--- config.mk ---
export PLATFORM = sky130hd
export DESIGN_NAME = jtx_tx_core
export DESIGN_NICKNAME = d
export VERILOG_FILES = /design/src/rtl/jtx_pkg.sv /design/src/rtl/jtx_strm_if.sv /design/src/rtl/jtx_fifo.sv /design/src/rtl/jtx_scrambler.sv /design/src/rtl/jtx_tx_core.sv
export SDC_FILE = /design/constraint.sdc
export NUM_CORES = 1
export LEC_CHECK = 0
export ABC_AREA = 1
export BUFFER_PORTS_ARGS = -buffer_cell sky130_fd_sc_hd__buf_4
export CAP_MARGIN = 30
export CORE_MARGIN = 2
export CORE_UTILIZATION = 50
export CTS_CLUSTER_DIAMETER = 80
export CTS_CLUSTER_SIZE = 28
export DETAILED_ROUTE_END_ITERATION = 6
export GPL_ROUTABILITY_DRIVEN = 0
export MAX_ROUTING_LAYER = met4
export PLACE_DENSITY = 0.67
export SLEW_MARGIN = 10
export SYNTH_ARGS = -nofsm -noshare
export SYNTH_HDL_FRONTEND = slang
export SYNTH_HIERARCHICAL = 1
export SYNTH_SLANG_ARGS = --single-unit
--- constraint.sdc ---
create_clock -name REF_CLK -period 2.8 [get_ports REF_CLK]
set_clock_uncertainty 0.15 [all_clocks]
set_input_delay 0 -clock REF_CLK [delete_from_list [all_inputs] [get_ports REF_CLK]]
set_output_delay 0 -clock REF_CLK [all_outputs]
set_load 0.02 [all_outputs]
--- src/rtl/jtx_pkg.sv ---
package jtx_pkg;
  // Lower-rate variant: one parallel clock, two octets per lane per clock
  localparam int LANES        = 2;
  localparam int LANE_W       = 16;
  localparam int OCT_PER_WORD = 2;
  localparam int FLAG_W       = OCT_PER_WORD / 2;
  localparam int F_OCT        = 3;
  localparam int K_FRM        = 16;
  localparam int MF_OCT       = F_OCT * K_FRM;
  localparam int POS_W        = 6;
  localparam int ILAS_MF      = 4;
  localparam int ILAS_W       = 2;
  localparam int FIFO_DEPTH   = 8;
  localparam int TX_W         = LANES * (LANE_W + OCT_PER_WORD);

  localparam logic [7:0] K_CGS = 8'hBC;
  localparam logic [7:0] K_R   = 8'h1C;
  localparam logic [7:0] K_A   = 8'h7C;
  localparam logic [7:0] K_Q   = 8'h9C;
  localparam logic [7:0] K_F   = 8'hFC;

  localparam int CFG_START = 2;
  localparam int CFG_LEN   = 14;
  localparam logic       SCR_EN   = 1'b1;
  // Link identifiers are arbitrary
  localparam logic [7:0] DID      = 8'h5A;
  localparam logic [3:0] BID      = 4'h3;
  localparam logic [7:0] M_CONV   = 8'h02;
  localparam logic [4:0] N_BITS   = 5'h0F;
  localparam logic [4:0] NP_BITS  = 5'h0F;
  localparam logic [4:0] S_SMP    = 5'h00;
  localparam logic [1:0] CS_BITS  = 2'h0;
  localparam logic [4:0] CF_WORDS = 5'h00;
  localparam logic       HD_MODE  = 1'b0;
  localparam logic [2:0] SUBCLASS = 3'h1;
  localparam logic [2:0] JESDV    = 3'h1;

  localparam logic [1:0] CODE_CGS  = 2'h0;
  localparam logic [1:0] CODE_ILAS = 2'h1;
  localparam logic [1:0] CODE_DATA = 2'h2;

  typedef enum logic [1:0] {ST_CGS, ST_ILAS, ST_DATA} jtx_state_e;

  function automatic logic [7:0] cfg_raw(input int lane, input int idx);
    logic [7:0] v;
    v = 8'h00;
    case (idx)
      0:  v = DID;
      1:  v = {4'h0, BID};
      2:  v = 8'(lane);
      3:  v = {SCR_EN, 7'(LANES - 1)};
      4:  v = 8'(F_OCT - 1);
      5:  v = 8'(K_FRM - 1);
      6:  v = M_CONV - 8'h01;
      7:  v = {CS_BITS, 1'b0, N_BITS - 5'h01};
      8:  v = {SUBCLASS, NP_BITS - 5'h01};
      9:  v = {JESDV, S_SMP};
      10: v = {HD_MODE, 2'h0, CF_WORDS};
      default: v = 8'h00;
    endcase
    return v;
  endfunction : cfg_raw

  // Checksum closes the field set, sum of all earlier fields modulo 256
  function automatic logic [7:0] cfg_octet(input int lane, input int idx);
    logic [7:0] sum;
    sum = 8'h00;
    if (idx != CFG_LEN - 1) return cfg_raw(lane, idx);
    for (int i = 0; i < CFG_LEN - 1; i++) sum = sum + cfg_raw(lane, i);
    return sum;
  endfunction : cfg_octet
endpackage : jtx_pkg

--- src/rtl/jtx_strm_if.sv ---
`timescale 1ns/10ps
interface jtx_strm_if #(parameter int WIDTH = 8);
  logic             valid;
  logic             ready;
  logic [WIDTH-1:0] data;
  modport src (output valid, output data, input ready);
  modport snk (input valid, input data, output ready);
endinterface : jtx_strm_if

--- src/rtl/jtx_fifo.sv ---
`timescale 1ns/10ps
module jtx_fifo #(
  parameter int WIDTH = 8,
  parameter int DEPTH = 8
) (
  input  wire logic   clk,
  input  wire logic   rst_n,
  jtx_strm_if.snk     fill,
  jtx_strm_if.src     drain
);
  localparam int AW = $clog2(DEPTH);
  localparam logic [AW:0] FULL_CNT = (AW + 1)'(DEPTH);

  logic [WIDTH-1:0] mem [DEPTH];
  logic [AW-1:0]    wr_ff, rd_ff, nxt_wr, nxt_rd;
  logic [AW:0]      cnt_ff, nxt_cnt;
  logic             push, pop;

  assign fill.ready  = (cnt_ff != FULL_CNT);
  assign drain.valid = (cnt_ff != '0);
  assign drain.data  = mem[rd_ff];

  always_comb begin
    push = fill.valid && fill.ready;
    pop  = drain.valid && drain.ready;
    nxt_wr  = push ? AW'(wr_ff + 1'b1) : wr_ff;
    nxt_rd  = pop ? AW'(rd_ff + 1'b1) : rd_ff;
    nxt_cnt = cnt_ff + (AW + 1)'(push) - (AW + 1)'(pop);
  end

  always_ff @(posedge clk or negedge rst_n) begin
    if (!rst_n) begin
      wr_ff  <= '0;
      rd_ff  <= '0;
      cnt_ff <= '0;
    end else begin
      wr_ff  <= nxt_wr;
      rd_ff  <= nxt_rd;
      cnt_ff <= nxt_cnt;
    end
  end

  // Storage has no reset; only words behind valid are ever read
  always_ff @(posedge clk) begin
    if (push) mem[wr_ff] <= fill.data;
  end
endmodule : jtx_fifo

--- src/rtl/jtx_scrambler.sv ---
`timescale 1ns/10ps
// Self-synchronous 1 + x^14 + x^15, octets in time order, msb first
module jtx_scrambler (
  input  wire logic        clk,
  input  wire logic        rst_n,
  input  wire logic        step,
  input  wire logic        bypass,
  input  wire logic [15:0] din,
  output logic      [15:0] dout
);
  logic [14:0] lfsr_ff;
  logic [14:0] nxt_lfsr;
  logic [15:0] scr;

  always_comb begin
    logic [14:0] s;
    s = lfsr_ff;
    scr = '0;
    for (int i = 15; i >= 0; i--) begin
      scr[i] = din[i] ^ s[14] ^ s[13];
      s = {s[13:0], scr[i]};
    end
    nxt_lfsr = step ? s : lfsr_ff;
    dout = bypass ? din : scr;
  end

  always_ff @(posedge clk or negedge rst_n) begin
    if (!rst_n) lfsr_ff <= '0;
    else lfsr_ff <= nxt_lfsr;
  end
endmodule : jtx_scrambler

--- src/rtl/jtx_tx_core.sv ---
`timescale 1ns/10ps
// Functional notes
// - Higher-rate variant adds a half-rate clock; this lower-rate build has none.
// - Multiframe-last flags lead, by one accepted word, the word ending a multiframe.
// - Wider variant: flag bit j marks octets 2j and 2j+1 of next word.
// - Multiframe-first flags lead the word holding a multiframe's first octet.
// - Frame-last flags lead the word holding a frame's last octet.
// - Frame-first flags lead the word holding a frame's first octet.
// - Falling relink request returns the controller to code group sync.
// - Two-bit output reports the transmit controller state.
// - Alignment sequence length input accepted; count fixed at four multiframes.
// - Low converter sync requests sync then alignment sequence.
// - Sixteen bits per lane per clock to the line coder, lanes concatenated.
// - Two control-character flags per lane mark K symbols.
// - Optional scrambler, character insertion, mux of user and init data.
// - Alignment sequence carries all generation-time link parameters.
module jtx_tx_core (
  input  wire logic                                       REF_CLK,
  input  wire logic                                       RSTN,
  input  wire logic [jtx_pkg::LANES*jtx_pkg::LANE_W-1:0]  USR_DATA_IN,
  output logic                                            USR_READY,
  output logic [jtx_pkg::FLAG_W-1:0]                      MULTIFRAME_LAST_LOW_FLAG,
  output logic [jtx_pkg::FLAG_W-1:0]                      MULTIFRAME_LAST_HIGH_FLAG,
  output logic [jtx_pkg::FLAG_W-1:0]                      MULTIFRAME_FIRST_LOW_FLAG,
  output logic [jtx_pkg::FLAG_W-1:0]                      MULTIFRAME_FIRST_HIGH_FLAG,
  output logic [jtx_pkg::FLAG_W-1:0]                      FRAME_LAST_LOW_FLAG,
  output logic [jtx_pkg::FLAG_W-1:0]                      FRAME_LAST_HIGH_FLAG,
  output logic [jtx_pkg::FLAG_W-1:0]                      FRAME_FIRST_LOW_FLAG,
  output logic [jtx_pkg::FLAG_W-1:0]                      FRAME_FIRST_HIGH_FLAG,
  input  wire logic                                       RELINK_REQUEST_LOW,
  output logic [1:0]                                      LINK_STATE,
  input  wire logic [7:0]                                 ALIGN_SEQ_MULTIFRAME_COUNT,
  input  wire logic                                       SYSREF,
  input  wire logic                                       CONV_SYNC_N,
  output logic [jtx_pkg::LANES*16-1:0]                    TX_DATA,
  output logic [jtx_pkg::LANES*2-1:0]                     TX_K,
  output logic                                            TX_VALID,
  input  wire logic                                       TX_READY
);
  localparam int LW = jtx_pkg::LANE_W;
  localparam int NL = jtx_pkg::LANES;
  localparam int OW = jtx_pkg::OCT_PER_WORD;
  localparam int PW = jtx_pkg::POS_W;
  localparam int FW = jtx_pkg::FLAG_W;
  localparam logic [PW-1:0] MF_LAST  = PW'(jtx_pkg::MF_OCT - 1);
  localparam logic [PW-1:0] WRAP_POS = PW'(jtx_pkg::MF_OCT - OW);
  localparam logic [PW-1:0] F_LAST   = PW'(jtx_pkg::F_OCT - 1);
  localparam logic [jtx_pkg::ILAS_W-1:0] ILAS_LAST = jtx_pkg::ILAS_W'(jtx_pkg::ILAS_MF - 1);
  localparam logic [jtx_pkg::ILAS_W-1:0] CFG_MF    = jtx_pkg::ILAS_W'(1);

  logic rst_meta_ff, rst_n_ff;

  // Asynchronous assert, synchronous release
  always_ff @(posedge REF_CLK or negedge RSTN) begin
    if (!RSTN) begin
      rst_meta_ff <= 1'b0;
      rst_n_ff    <= 1'b0;
    end else begin
      rst_meta_ff <= 1'b1;
      rst_n_ff    <= rst_meta_ff;
    end
  end

  jtx_strm_if #(.WIDTH(jtx_pkg::TX_W)) fill_if ();
  jtx_strm_if #(.WIDTH(jtx_pkg::TX_W)) drain_if ();

  jtx_fifo #(.WIDTH(jtx_pkg::TX_W), .DEPTH(jtx_pkg::FIFO_DEPTH)) u_fifo (
    .clk   (REF_CLK),
    .rst_n (rst_n_ff),
    .fill  (fill_if.snk),
    .drain (drain_if.src)
  );

  // Back-pressure from the line side stalls counters, controller and user data
  logic adv;
  assign adv             = fill_if.ready && rst_n_ff;
  assign USR_READY       = adv;
  assign fill_if.valid   = rst_n_ff;
  assign drain_if.ready  = TX_READY;
  assign TX_VALID        = drain_if.valid;
  assign TX_DATA         = drain_if.data[NL*16-1:0];
  assign TX_K            = drain_if.data[jtx_pkg::TX_W-1:NL*16];

  jtx_pkg::jtx_state_e st_ff, nxt_st;
  logic [PW-1:0]       lead_ff, nxt_lead, cur_ff, nxt_cur;
  logic [jtx_pkg::ILAS_W-1:0] ilas_ff, nxt_ilas;
  logic                relink_ff, nxt_relink;
  logic [FW-1:0]       mfl_l_ff, mfl_h_ff, mff_l_ff, mff_h_ff;
  logic [FW-1:0]       fl_l_ff, fl_h_ff, ff_l_ff, ff_h_ff;
  logic [FW-1:0]       nxt_mfl_l, nxt_mfl_h, nxt_mff_l, nxt_mff_h;
  logic [FW-1:0]       nxt_fl_l, nxt_fl_h, nxt_ff_l, nxt_ff_h;
  logic                relink_fall;
  logic [NL*LW-1:0]    scr_word;

  assign relink_fall = relink_ff && !RELINK_REQUEST_LOW;

  generate
    for (genvar l = 0; l < NL; l++) begin : g_scr
      jtx_scrambler u_scr (
        .clk    (REF_CLK),
        .rst_n  (rst_n_ff),
        .step   (adv && st_ff == jtx_pkg::ST_DATA),
        .bypass (!jtx_pkg::SCR_EN),
        .din    (USR_DATA_IN[l*LW +: LW]),
        .dout   (scr_word[l*LW +: LW])
      );
    end
  endgenerate

  // Position counter: lead_ff is the multiframe octet position of the word after the current
  always_comb begin
    logic [PW-1:0] p;
    p = '0;
    nxt_lead = lead_ff;
    nxt_cur  = cur_ff;
    if (adv) begin
      nxt_cur  = lead_ff;
      nxt_lead = (lead_ff == WRAP_POS) ? '0 : PW'(lead_ff + PW'(OW));
    end
    if (SYSREF) nxt_lead = '0;
    for (int j = 0; j < FW; j++) begin
      p = PW'(nxt_lead + PW'(2 * j));
      nxt_mff_h[j] = (p == '0);
      nxt_mfl_h[j] = (p == MF_LAST);
      nxt_ff_h[j]  = ((p % PW'(jtx_pkg::F_OCT)) == '0);
      nxt_fl_h[j]  = ((p % PW'(jtx_pkg::F_OCT)) == F_LAST);
      p = PW'(nxt_lead + PW'(2 * j + 1));
      nxt_mff_l[j] = (p == '0);
      nxt_mfl_l[j] = (p == MF_LAST);
      nxt_ff_l[j]  = ((p % PW'(jtx_pkg::F_OCT)) == '0);
      nxt_fl_l[j]  = ((p % PW'(jtx_pkg::F_OCT)) == F_LAST);
    end
  end

  // Transmit controller
  always_comb begin
    nxt_st     = st_ff;
    nxt_ilas   = ilas_ff;
    nxt_relink = RELINK_REQUEST_LOW;
    if (adv) begin
      case (st_ff)
        jtx_pkg::ST_CGS: begin
          // Alignment starts on a multiframe boundary once sync is released
          if (CONV_SYNC_N && lead_ff == '0) begin
            nxt_st   = jtx_pkg::ST_ILAS;
            nxt_ilas = '0;
          end
        end
        jtx_pkg::ST_ILAS: begin
          if (lead_ff == '0) begin
            nxt_ilas = ilas_ff + 1'b1;
            if (ilas_ff == ILAS_LAST) nxt_st = jtx_pkg::ST_DATA;
          end
        end
        jtx_pkg::ST_DATA: nxt_st = jtx_pkg::ST_DATA;
        default: nxt_st = jtx_pkg::ST_CGS;
      endcase
    end
    if (!CONV_SYNC_N || relink_fall) nxt_st = jtx_pkg::ST_CGS;
  end

  always_ff @(posedge REF_CLK or negedge rst_n_ff) begin
    if (!rst_n_ff) begin
      st_ff     <= jtx_pkg::ST_CGS;
      ilas_ff   <= '0;
      relink_ff <= 1'b1;
      lead_ff   <= '0;
      cur_ff    <= '0;
      mfl_l_ff  <= '0;
      mfl_h_ff  <= '0;
      mff_l_ff  <= '0;
      mff_h_ff  <= '0;
      fl_l_ff   <= '0;
      fl_h_ff   <= '0;
      ff_l_ff   <= '0;
      ff_h_ff   <= '0;
    end else begin
      st_ff     <= nxt_st;
      ilas_ff   <= nxt_ilas;
      relink_ff <= nxt_relink;
      lead_ff   <= nxt_lead;
      cur_ff    <= nxt_cur;
      mfl_l_ff  <= nxt_mfl_l;
      mfl_h_ff  <= nxt_mfl_h;
      mff_l_ff  <= nxt_mff_l;
      mff_h_ff  <= nxt_mff_h;
      fl_l_ff   <= nxt_fl_l;
      fl_h_ff   <= nxt_fl_h;
      ff_l_ff   <= nxt_ff_l;
      ff_h_ff   <= nxt_ff_h;
    end
  end

  assign MULTIFRAME_LAST_LOW_FLAG   = mfl_l_ff;
  assign MULTIFRAME_LAST_HIGH_FLAG  = mfl_h_ff;
  assign MULTIFRAME_FIRST_LOW_FLAG  = mff_l_ff;
  assign MULTIFRAME_FIRST_HIGH_FLAG = mff_h_ff;
  assign FRAME_LAST_LOW_FLAG        = fl_l_ff;
  assign FRAME_LAST_HIGH_FLAG       = fl_h_ff;
  assign FRAME_FIRST_LOW_FLAG       = ff_l_ff;
  assign FRAME_FIRST_HIGH_FLAG      = ff_h_ff;

  always_comb begin
    case (st_ff)
      jtx_pkg::ST_ILAS: LINK_STATE = jtx_pkg::CODE_ILAS;
      jtx_pkg::ST_DATA: LINK_STATE = jtx_pkg::CODE_DATA;
      default:          LINK_STATE = jtx_pkg::CODE_CGS;
    endcase
  end

  // Octet builder; user byte [15:8] is first in time and goes to line byte [7:0]
  logic [NL*16-1:0] oct_word;
  logic [NL*2-1:0]  k_word;
  assign fill_if.data = {k_word, oct_word};

  always_comb begin
    logic [PW-1:0] p;
    logic [7:0]    o;
    logic          k;
    p = '0;
    o = '0;
    k = 1'b0;
    for (int l = 0; l < NL; l++) begin
      for (int t = 0; t < OW; t++) begin
        p = PW'(cur_ff + PW'(t));
        o = jtx_pkg::K_CGS;
        k = 1'b1;
        case (st_ff)
          jtx_pkg::ST_ILAS: begin
            k = 1'b1;
            if (p == '0) o = jtx_pkg::K_R;
            else if (p == MF_LAST) o = jtx_pkg::K_A;
            else if (ilas_ff == CFG_MF && p == PW'(1)) o = jtx_pkg::K_Q;
            else if (ilas_ff == CFG_MF && p >= PW'(jtx_pkg::CFG_START)
                     && p < PW'(jtx_pkg::CFG_START + jtx_pkg::CFG_LEN)) begin
              o = jtx_pkg::cfg_octet(l, int'(p) - jtx_pkg::CFG_START);
              k = 1'b0;
            end else begin
              o = 8'(p);
              k = 1'b0;
            end
          end
          jtx_pkg::ST_DATA: begin
            o = scr_word[l*LW + (OW - 1 - t)*8 +: 8];
            k = 1'b0;
            // Character replacement is only safe with the scrambler on
            if (jtx_pkg::SCR_EN) begin
              if (p == MF_LAST && o == jtx_pkg::K_A) k = 1'b1;
              else if ((p % PW'(jtx_pkg::F_OCT)) == F_LAST
                       && o == jtx_pkg::K_F) k = 1'b1;
            end
          end
          default: begin
            o = jtx_pkg::K_CGS;
            k = 1'b1;
          end
        endcase
        oct_word[l*16 + t*8 +: 8] = o;
        k_word[l*2 + t]           = k;
      end
    end
  end

  // Checks
  logic [7:0] ilas_words;
  always_ff @(posedge REF_CLK or negedge rst_n_ff) begin
    if (!rst_n_ff) ilas_words <= '0;
    else if (st_ff != jtx_pkg::ST_ILAS) ilas_words <= '0;
    else if (adv) ilas_words <= ilas_words + 8'h01;
  end

  property p_relink;
    @(posedge REF_CLK) disable iff (!rst_n_ff)
      relink_fall |=> LINK_STATE == jtx_pkg::CODE_CGS;
  endproperty
  a_relink: assert property (p_relink) else $error("relink did not force sync");

  property p_sync_low;
    @(posedge REF_CLK) disable iff (!rst_n_ff)
      !CONV_SYNC_N |=> st_ff == jtx_pkg::ST_CGS ##0 k_word == '1;
  endproperty
  a_sync_low: assert property (p_sync_low) else $error("sync low not honoured");

  property p_sysref_flag;
    @(posedge REF_CLK) disable iff (!rst_n_ff)
      SYSREF |=> MULTIFRAME_FIRST_HIGH_FLAG[0] && !MULTIFRAME_FIRST_LOW_FLAG[0];
  endproperty
  a_sysref_flag: assert property (p_sysref_flag) else $error("sysref realign lost");

  property p_mf_end_frame;
    @(posedge REF_CLK) disable iff (!rst_n_ff)
      MULTIFRAME_LAST_LOW_FLAG[0] |-> FRAME_LAST_LOW_FLAG[0] && !FRAME_LAST_HIGH_FLAG[0];
  endproperty
  a_mf_end_frame: assert property (p_mf_end_frame) else $error("mf end off frame");

  property p_mf_start_frame;
    @(posedge REF_CLK) disable iff (!rst_n_ff)
      MULTIFRAME_FIRST_HIGH_FLAG[0] |-> FRAME_FIRST_HIGH_FLAG[0] ##1
        (FRAME_LAST_HIGH_FLAG[0] || !$past(adv) || $past(SYSREF));
  endproperty
  a_mf_start_frame: assert property (p_mf_start_frame) else $error("frame flags skew");

  property p_ilas_start;
    @(posedge REF_CLK) disable iff (!rst_n_ff)
      $rose(st_ff == jtx_pkg::ST_ILAS) |-> cur_ff == '0 && oct_word[7:0] == jtx_pkg::K_R;
  endproperty
  a_ilas_start: assert property (p_ilas_start) else $error("ilas off boundary");

  property p_ilas_len;
    @(posedge REF_CLK) disable iff (!rst_n_ff)
      (st_ff == jtx_pkg::ST_ILAS ##1 st_ff == jtx_pkg::ST_DATA) |->
        $past(ilas_words) == 8'h5F;
  endproperty
  a_ilas_len: assert property (p_ilas_len) else $error("ilas not four multiframes");

  property p_cfg_q;
    @(posedge REF_CLK) disable iff (!rst_n_ff)
      (st_ff == jtx_pkg::ST_ILAS && ilas_ff == CFG_MF && cur_ff == '0) |->
        oct_word[15:8] == jtx_pkg::K_Q && k_word[1] && oct_word[23:16] == jtx_pkg::K_R;
  endproperty
  a_cfg_q: assert property (p_cfg_q) else $error("config marker missing");
endmodule : jtx_tx_core

==> results.py, run 1 <==
metrics = {
    "place": {
        "placed_cell_area_um2": 23000,
        "place_ws_ps": -1550,
        "io_buffers": 85,
        "dpl.hpwl_um": 34400,
    },
    "logic_synthesis": {
        "yosysSeqAreaShare_pct": 52.1,
        "synth-seq-cells": 355,
        "postSynthCellCount": 2366,
        "yosysWarnings": 6,
        "synthFlopType": "edfxtp_1",
        "synthArstFlopShare_pct": 18.9,
        "synth_cell_type_count": 52,
        "synth_edf_count": 288,
        "syn_area_um2": 19800,
        "postSynthAreaPerCell_um2": 8.37,
    },
    "layout": {
        "nets": 2841,
        "area_growth_pct": 30.4,
        "post-route-cell-area_um2": 25800,
        "final_cell_mix": "727 x nand2_1, 390 x inv_1, 327 x buf_4",
        "n_fill_cell": 2888,
        "drive_above_1_share_pct": 26.6,
        "diodes": 0,
        "layout_commonest_cell": "nand2_1",
    },
    "worst_setup_path": {
        "crit_family": "simple AND/OR/NAND/NOR gates",
        "startpoint_type": "flip-flop",
        "cpMaxStageDelayCell": "dfrtp_1",
        "cp_data_arrival_time_ps": 4520,
        "critical_path_class": "reg2reg",
        "crit_buf_inv": 8,
        "r2r-end": "FRAME_FIRST_LOW_FLAG$_DFF_PN0_",
        "reg2reg_setup_slack_ps": -1440,
        "crit_path_start": "u_fifo/cnt_ff[3]$_DFF_PN0_",
        "rr_worst_depth": 34,
        "path_max_fanout": 4,
        "required_ps": 3080,
        "reg2reg_from": "u_fifo/cnt_ff[3]$_DFF_PN0_",
        "end_kind": "flip-flop",
        "path_depth": 34,
        "critPathMaxStageDelay_ps": 400,
    },
    "grt": {
        "grt_pass1_vias": 16401,
        "grt_pass1_wl_um": 84100,
        "grt_usage_pct": 26.3,
        "grt-ovfl-total": 0,
        "grt_max_degree": 146,
        "antenna_found_initial": 0,
    },
    "floorplanning": {
        "die_h_um": 203,
        "die_width_um": 203,
        "rows": 72,
        "core_area_um2": 38800,
        "die_area_um2": 41200,
        "start_util_pct": 51.0,
        "io_pins": 94,
    },
    "status": {
        "violations": "negative setup slack",
        "status": "complete, but fails checks",
    },
    "power": {
        "vdd_drop_max_mv": 0.734,
        "p_switching_uw": 11000,
        "pwr-share-clk_pct": 13.4,
        "leakage_uw": 0.0122,
        "seq_power_share_pct": 33.5,
        "p_per_area_nw_per_um2": 971,
        "p_int_uw": 14100,
        "p_total_uw": 25100,
        "combPwrFrac_pct": 53.1,
        "p_sw_share_pct": 43.8,
    },
    "drt": {
        "first_pass_iters": 5,
        "drtIter0Drc": 1168,
        "routed_via_density": 5.15,
        "via_count": 16844,
        "ant_nets": 0,
        "wirelength_um": 54000,
        "wire_per_inst_um": 16.5,
        "drc": 0,
    },
    "sta": {
        "period_minus_slack_ps": 4240,
        "fmax_mhz": 236,
        "tightest_slew_ps": 932,
        "slew_headroom_pct": 37.5,
        "setup_viol_count_final": 164,
        "hold_viol_final": 0,
        "fin_crit_sh_pct": 152,
        "layout_setup_ws_ps": -1440,
        "drv_slew": 0,
        "grt_setup_unrepaired": "true",
        "holdWs_ps": 85.4,
    },
    "min_path": {
        "hold_depth": 7,
        "hold_class": "in2reg",
        "min_to": "FRAME_FIRST_HIGH_FLAG$_DFF_PN0_",
        "min_from": "SYSREF",
    },
    "clock_tree": {
        "cts-root-buf": "clkbuf_16",
        "cts_tree": "yes",
        "cts_buffers": 20,
        "path_clk_slew_ps": 80,
        "cts_htree_levels": 1,
        "clock_sinks": 355,
        "clk_latency_ps": 550,
        "cts_buffer_depth": 3,
    },
    "flow_run": {
        "cap_violations": 0,
    },
}
## cells in the mapped netlist (2+ instances only)
cell type	n	area share [%]
o21a_1	2	0.076
inv_2	21	0.40
or2_2	2	0.063
buf_2	34	0.86
nand2_1	780	15
clkinv_1	3	0.057
xor2_2	2	0.16
inv_4	2	0.063
xor2_1	37	1.6
a21oi_1	35	0.88
inv_1	428	8.1
nand4_2	2	0.13
nand2_4	6	0.34
dfrtp_1	66	8.3
conb_1	2	0.038
nor4_1	3	0.095
nor3_1	15	0.38
o22ai_1	3	0.095
ha_1	52	3.3
a2111oi_0	2	0.088
o21ai_1	7	0.18
clkbuf_1	23	0.44
nand3_1	239	6.0
edfxtp_1	288	44
a22oi_1	2	0.076
nand3_4	2	0.18
nor2_2	9	0.28
nor2_1	58	1.1
a21oi_2	2	0.088
a31oi_1	4	0.13
o31ai_1	3	0.11
nand2_2	30	0.95
o21ai_0	98	2.5
nand4_1	20	0.63
buf_4	10	0.38
o211ai_1	8	0.30
buf_1	8	0.15
xnor2_1	28	1.2
nand3_2	17	0.86
## sequential cells by signal, summed over array words and instances (netlist names)
register and count:
u_fifo/wr_ff 3, FRAME_LAST_LOW_FLAG 1, u_fifo/rd_ff 3, g_scr.u_scr/lfsr_ff 30
u_fifo/mem 288, fill_if.valid 1, cur_ff 6, MULTIFRAME_LAST_HIGH_FLAG 1
MULTIFRAME_LAST_LOW_FLAG 1, rst_meta_ff 1, lead_ff 6, FRAME_LAST_HIGH_FLAG 1
relink_ff 1, MULTIFRAME_FIRST_LOW_FLAG 1, MULTIFRAME_FIRST_HIGH_FLAG 1, ilas_ff 2
FRAME_FIRST_LOW_FLAG 1, u_fifo/cnt_ff 4, FRAME_FIRST_HIGH_FLAG 1, st_ff 2
## power groups by stage
| stage | combinational [uW] | clock, uW | sequential [uW] |
|---|---|---|---|
| after floorplan | 7350 | 0 | 8400 |
| after global placement | 11700 | 0 | 8460 |
| after detailed placement | 11900 | 0 | 8500 |
| after CTS | 12600 | 3420 | 8390 |
| after global routing | 14600 | 3610 | 8510 |
| final | 13300 | 3360 | 8410 |
## cells by family after synthesis
| logic type | after synthesis | share of synthesized area, % |
|---|---|---|
| and+or+nand+nor | 1186 | 26.0 |
| buffers and inverters | 530 | 10.5 |
| other | 2 | 0.0379 |
| DFF | 355 | 52.1 |
| AOI/OAI and AO/OA | 173 | 4.85 |
| adders and majority gates | 53 | 3.39 |
| xor gates and xnor gates | 67 | 3.04 |
## worst max path at each step
stage	endpoint	slack (ps)
after floorplan	FRAME_FIRST_LOW_FLAG$_DFF_PN0_	-1470
after global placement	FRAME_FIRST_LOW_FLAG$_DFF_PN0_	-1250
after detailed placement	FRAME_FIRST_LOW_FLAG$_DFF_PN0_	-1550
after CTS	FRAME_FIRST_LOW_FLAG$_DFF_PN0_	-1460
after global routing	FRAME_FIRST_LOW_FLAG$_DFF_PN0_	-1670
final	FRAME_FIRST_LOW_FLAG$_DFF_PN0_	-1440
## what timing repair did
item	in CTS	in global routing
gates resized for setup	126	160
setup endpoints to repair	196	276
pin swaps	74	101
hold endpoints to repair	48	0
buffers inserted	40	34
hold buffers	52	0
## through the flow
step / util, % / setup TNS (ps) / cells
detailed placement: 59.2 / -83640 / 3120
floorplan: - / -35080 / 2373
finish: 66.5 / -52440 / 3271
global placement: 59.2 / -72180 / 3120
CTS: 64.3 / -40810 / 3244
global route: 66.5 / -75640 / 3271
## per-layer routing
layer  global-route usage (%)  part of all wire, %
met5                        -                    0
met3                     2.65                  5.7
met4                     8.19                  2.4
met2                     45.5                   51
met1                     32.7                   41
## final cells by class
class	count	area [um^2]	share of cell area, %
clock buffers	25	541	2.09
inverters	454	1760	6.83
well taps	518	648	2.51
clock inverters	8	149	0.576
repair buffers	423	3600	14.0
multi-input cells	1488	8780	34.0
flip-flops and latches	355	10300	40.0
## tightest hold or removal path, cell delays in order
cell and delay (ps):
buf_4 100, nor2_2 70, buf_4 170, nand3_1 130
nand4_1 120, nand3_2 110, nor2_2 40
(Power assumes the default switching activity.)
==> run 2, diff against run 1 <==
--- a/config.mk
+++ b/config.mk
@@ -5,7 +5,6 @@
 export SDC_FILE = /design/constraint.sdc
 export NUM_CORES = 1
 export LEC_CHECK = 0
-export ABC_AREA = 1
 export BUFFER_PORTS_ARGS = -buffer_cell sky130_fd_sc_hd__buf_4
 export CAP_MARGIN = 30
 export CORE_MARGIN = 2
@@ -16,6 +15,7 @@
 export GPL_ROUTABILITY_DRIVEN = 0
 export MAX_ROUTING_LAYER = met4
 export PLACE_DENSITY = 0.67
+export REMOVE_ABC_BUFFERS = 1
 export SLEW_MARGIN = 10
 export SYNTH_ARGS = -nofsm -noshare
 export SYNTH_HDL_FRONTEND = slang
==> run 2 against run 1 <==
  * The flow finishes with violations (negative hold slack, negative setup slack)
  * Global-route usage is 1.5 points lower
  * Non-clock buffer count is 56 higher
  * Total power is 19% lower
  * Area after synthesis is 3.3% lower
  * Flip-flop and latch count stayed put
  * Sequential share of layout area is 0.14 points lower
  * Clock power is 1% higher
  * Die area is 3.3% lower
  * Final cell count is 28% lower
  * Core utilization is 2.3 points higher
  * Critical path type unchanged
  * Largest cell class unchanged
  * Largest power group unchanged
==> results.py, run 2 <==
metrics = {
    "grt": {
        "grt_usage_pct": 24.8,
        "antenna_found_initial": 2,
        "grt_max_degree": 63,
        "grt-ovfl-total": 0,
        "grt_pass1_wl_um": 74100,
        "grt_pass1_vias": 13547,
    },
    "drt": {
        "via_count": 13784,
        "routed_via_density": 5.86,
        "wire_per_inst_um": 21.8,
        "ant_nets": 0,
        "drtIter0Drc": 980,
        "wirelength_um": 51200,
        "drc": 0,
        "first_pass_iters": 5,
    },
    "clock_tree": {
        "cts_htree_levels": 1,
        "cts_buffer_depth": 3,
        "clock_sinks": 355,
        "cts-root-buf": "clkbuf_16",
        "cts_tree": "yes",
        "path_clk_slew_ps": 100,
        "cts_buffers": 20,
        "clk_latency_ps": 550,
        "holdBufCountCts": 49,
    },
    "worst_setup_path": {
        "path_max_fanout": 7,
        "crit_path_frequent_cell": "buf_4",
        "path_depth": 26,
        "critPathMaxStageDelay_ps": 540,
        "critical_path_class": "reg2reg",
        "cpMaxStageDelayCell": "or4_4",
        "startpoint_type": "flip-flop",
        "crit_family": "simple AND/OR/NAND/NOR gates",
        "rr_worst_depth": 26,
        "crit_buf_inv": 5,
        "required_ps": 3130,
        "end_kind": "flip-flop",
        "cp_data_arrival_time_ps": 5390,
    },
    "floorplanning": {
        "die_area_um2": 39900,
        "rows": 71,
        "die_h_um": 200,
        "io_pins": 94,
        "die_width_um": 200,
        "start_util_pct": 50.8,
        "core_area_um2": 37700,
    },
    "min_path": {
        "hold_class": "in2reg",
        "hold_depth": 6,
    },
    "place": {
        "io_buffers": 85,
        "placed_cells": 2198,
        "dpl.hpwl_um": 32900,
    },
    "logic_synthesis": {
        "synth_top_area_share_pct": 45.2,
        "postSynthAreaPerCell_um2": 13.7,
        "synth_cell_type_count": 112,
        "yosysSeqAreaShare_pct": 53.9,
        "synth_common_cells": "288 x edfxtp_1, 93 x nand2_1, 91 x nor2_1",
        "synth-seq-cells": 355,
        "yosysWarnings": 6,
        "synthArstFlopShare_pct": 18.9,
        "synth_edf_count": 288,
        "synth_top_cell_by_area": "edfxtp_1",
        "synth_top_cells_by_area": "edfxtp_1 45%, dfrtp_1 8.6%, mux4_1 7.8%",
        "postSynthCellCount": 1400,
        "yosysMostFrequentCell": "edfxtp_1",
        "synthFlopType": "edfxtp_1",
        "syn_area_um2": 19100,
    },
    "sta": {
        "layout_setup_ws_ps": -2260,
        "setup_viol_count_final": 293,
        "holdWs_ps": -7.88,
        "grt_setup_unrepaired": "true",
        "period_minus_slack_ps": 5060,
        "fin_crit_sh_pct": 181,
        "tightest_slew_ps": 819,
        "slew_headroom_pct": 45.4,
        "drv_slew": 0,
        "hold_viol_final": 1,
        "fmax_mhz": 198,
    },
    "layout": {
        "top_register": "u_fifo/mem",
        "largestRegisters": "u_fifo/mem x288, g_scr.u_scr/lfsr_ff x30",
        "n_fill_cell": 2538,
        "drive_above_1_share_pct": 44.4,
        "final_cells": 2353,
        "area_growth_pct": 35.4,
        "fin_util_pct": 68.8,
        "nets": 1925,
        "final_cell_mix": "360 x buf_4, 288 x edfxtp_1, 80 x xnor2_1",
        "layout_commonest_cell": "buf_4",
        "largest_register_ffs": 288,
    },
    "power": {
        "p_per_area_nw_per_um2": 788,
        "vdd_drop_max_mv": 0.535,
        "leakage_uw": 0.00977,
    },
    "flow_run": {
        "cap_violations": 0,
    },
    "status": {
        "status": "complete, but fails checks",
        "violations": "negative hold slack, negative setup slack",
    },
}
-- run 2: final timing paths --
| path | from | slack (ps) | to |
|---|---|---|---|
| setup / recovery | u_fifo/cnt_ff[2]$_DFF_PN0_ | -2260 | FRAME_LAST_LOW_FLAG$_DFF_PN0_ |
| hold / removal | SYSREF | -8 | MULTIFRAME_LAST_HIGH_FLAG$_DFF_PN0_ |
| setup reg to reg | u_fifo/cnt_ff[2]$_DFF_PN0_ | -2260 | FRAME_LAST_LOW_FLAG$_DFF_PN0_ |
| hold reg to reg | fill_if.valid$_DFF_PN0_ | 180 | FRAME_FIRST_HIGH_FLAG$_DFF_PN0_ |
| max in group asynchronous | fill_if.valid$_DFF_PN0_ | 1690 | g_scr[0].u_scr/lfsr_ff[4]$_DFFE_PN0P_ |
| min in group asynchronous | RSTN | 150 | rst_meta_ff$_DFF_PN0_ |
-- run 2: area by class of cell --
type	instances	area [um^2]	share of cell area [%]
antenna	2	5.00	0.0193
clock buffer	27	569	2.20
clock inverter	9	146	0.565
inverter	39	161	0.623
multi-input combinational	931	9840	38.0
sequential	355	10300	39.9
tap	511	639	2.47
timing repair buffer	479	4220	16.3
-- run 2: what timing repair did --
action                                  CTS  global route
pin swaps                                60            91
endpoints found under the setup margin  321           365
setup buffers                            39            41
gates cloned                              0             1
resized for setup                       190           223
hold endpoints to repair                275             1
-- run 2: per-stage QoR --
step	setup TNS, ps	power, uW	hold slack, ps	cell area [um^2]	setup WS (ps)
floorplan	-833440	12600	-446	18700	-4930
global placement	-142860	15600	-365	22400	-2580
detailed placement	-160450	15800	-364	22400	-2700
CTS	-126510	19800	-77.0	24700	-2210
global route	-136360	21400	-4.94	25900	-2510
finish	-108010	20400	-7.88	25900	-2260
-- run 2: worst min-delay path, cell delays in order --
cell and delay, ps:
buf_4 150, a21oi_2 50, ha_2 180, nand3_2 90, buf_4 120, nor3_1 50
-- run 2: logic make-up after synthesis --
group | Yosys count | share of synthesized area (%)
AO/OA/AOI/OAI | 245 | 9.33
XOR/XNOR | 140 | 6.89
other | 2 | 0.0392
flip-flops | 355 | 53.9
multiplexers | 155 | 14.5
adder cells (fa/ha/maj) | 55 | 3.61
buffers and inverters | 115 | 2.99
AND/OR/NAND/NOR | 333 | 8.74
-- run 2: layer usage --
layer / routed length, um / vias to the layer above / global-route usage (%) / share of wire [%]
met5: 0 / - / - / 0
met4: 1520 / 0 / 5.90 / 3.0
met3: 2840 / 108 / 3.09 / 5.5
met2: 26000 / 478 / 42.5 / 51
met1: 20900 / 6978 / 31.7 / 41
li1: - / 6220 / - / -
-- run 2: power by group --
group          switching, uW  total [uW]  internal (uW)
registers                596        7390           6790
logic                   4860        9620           4760
clock network           1860        3410           1550
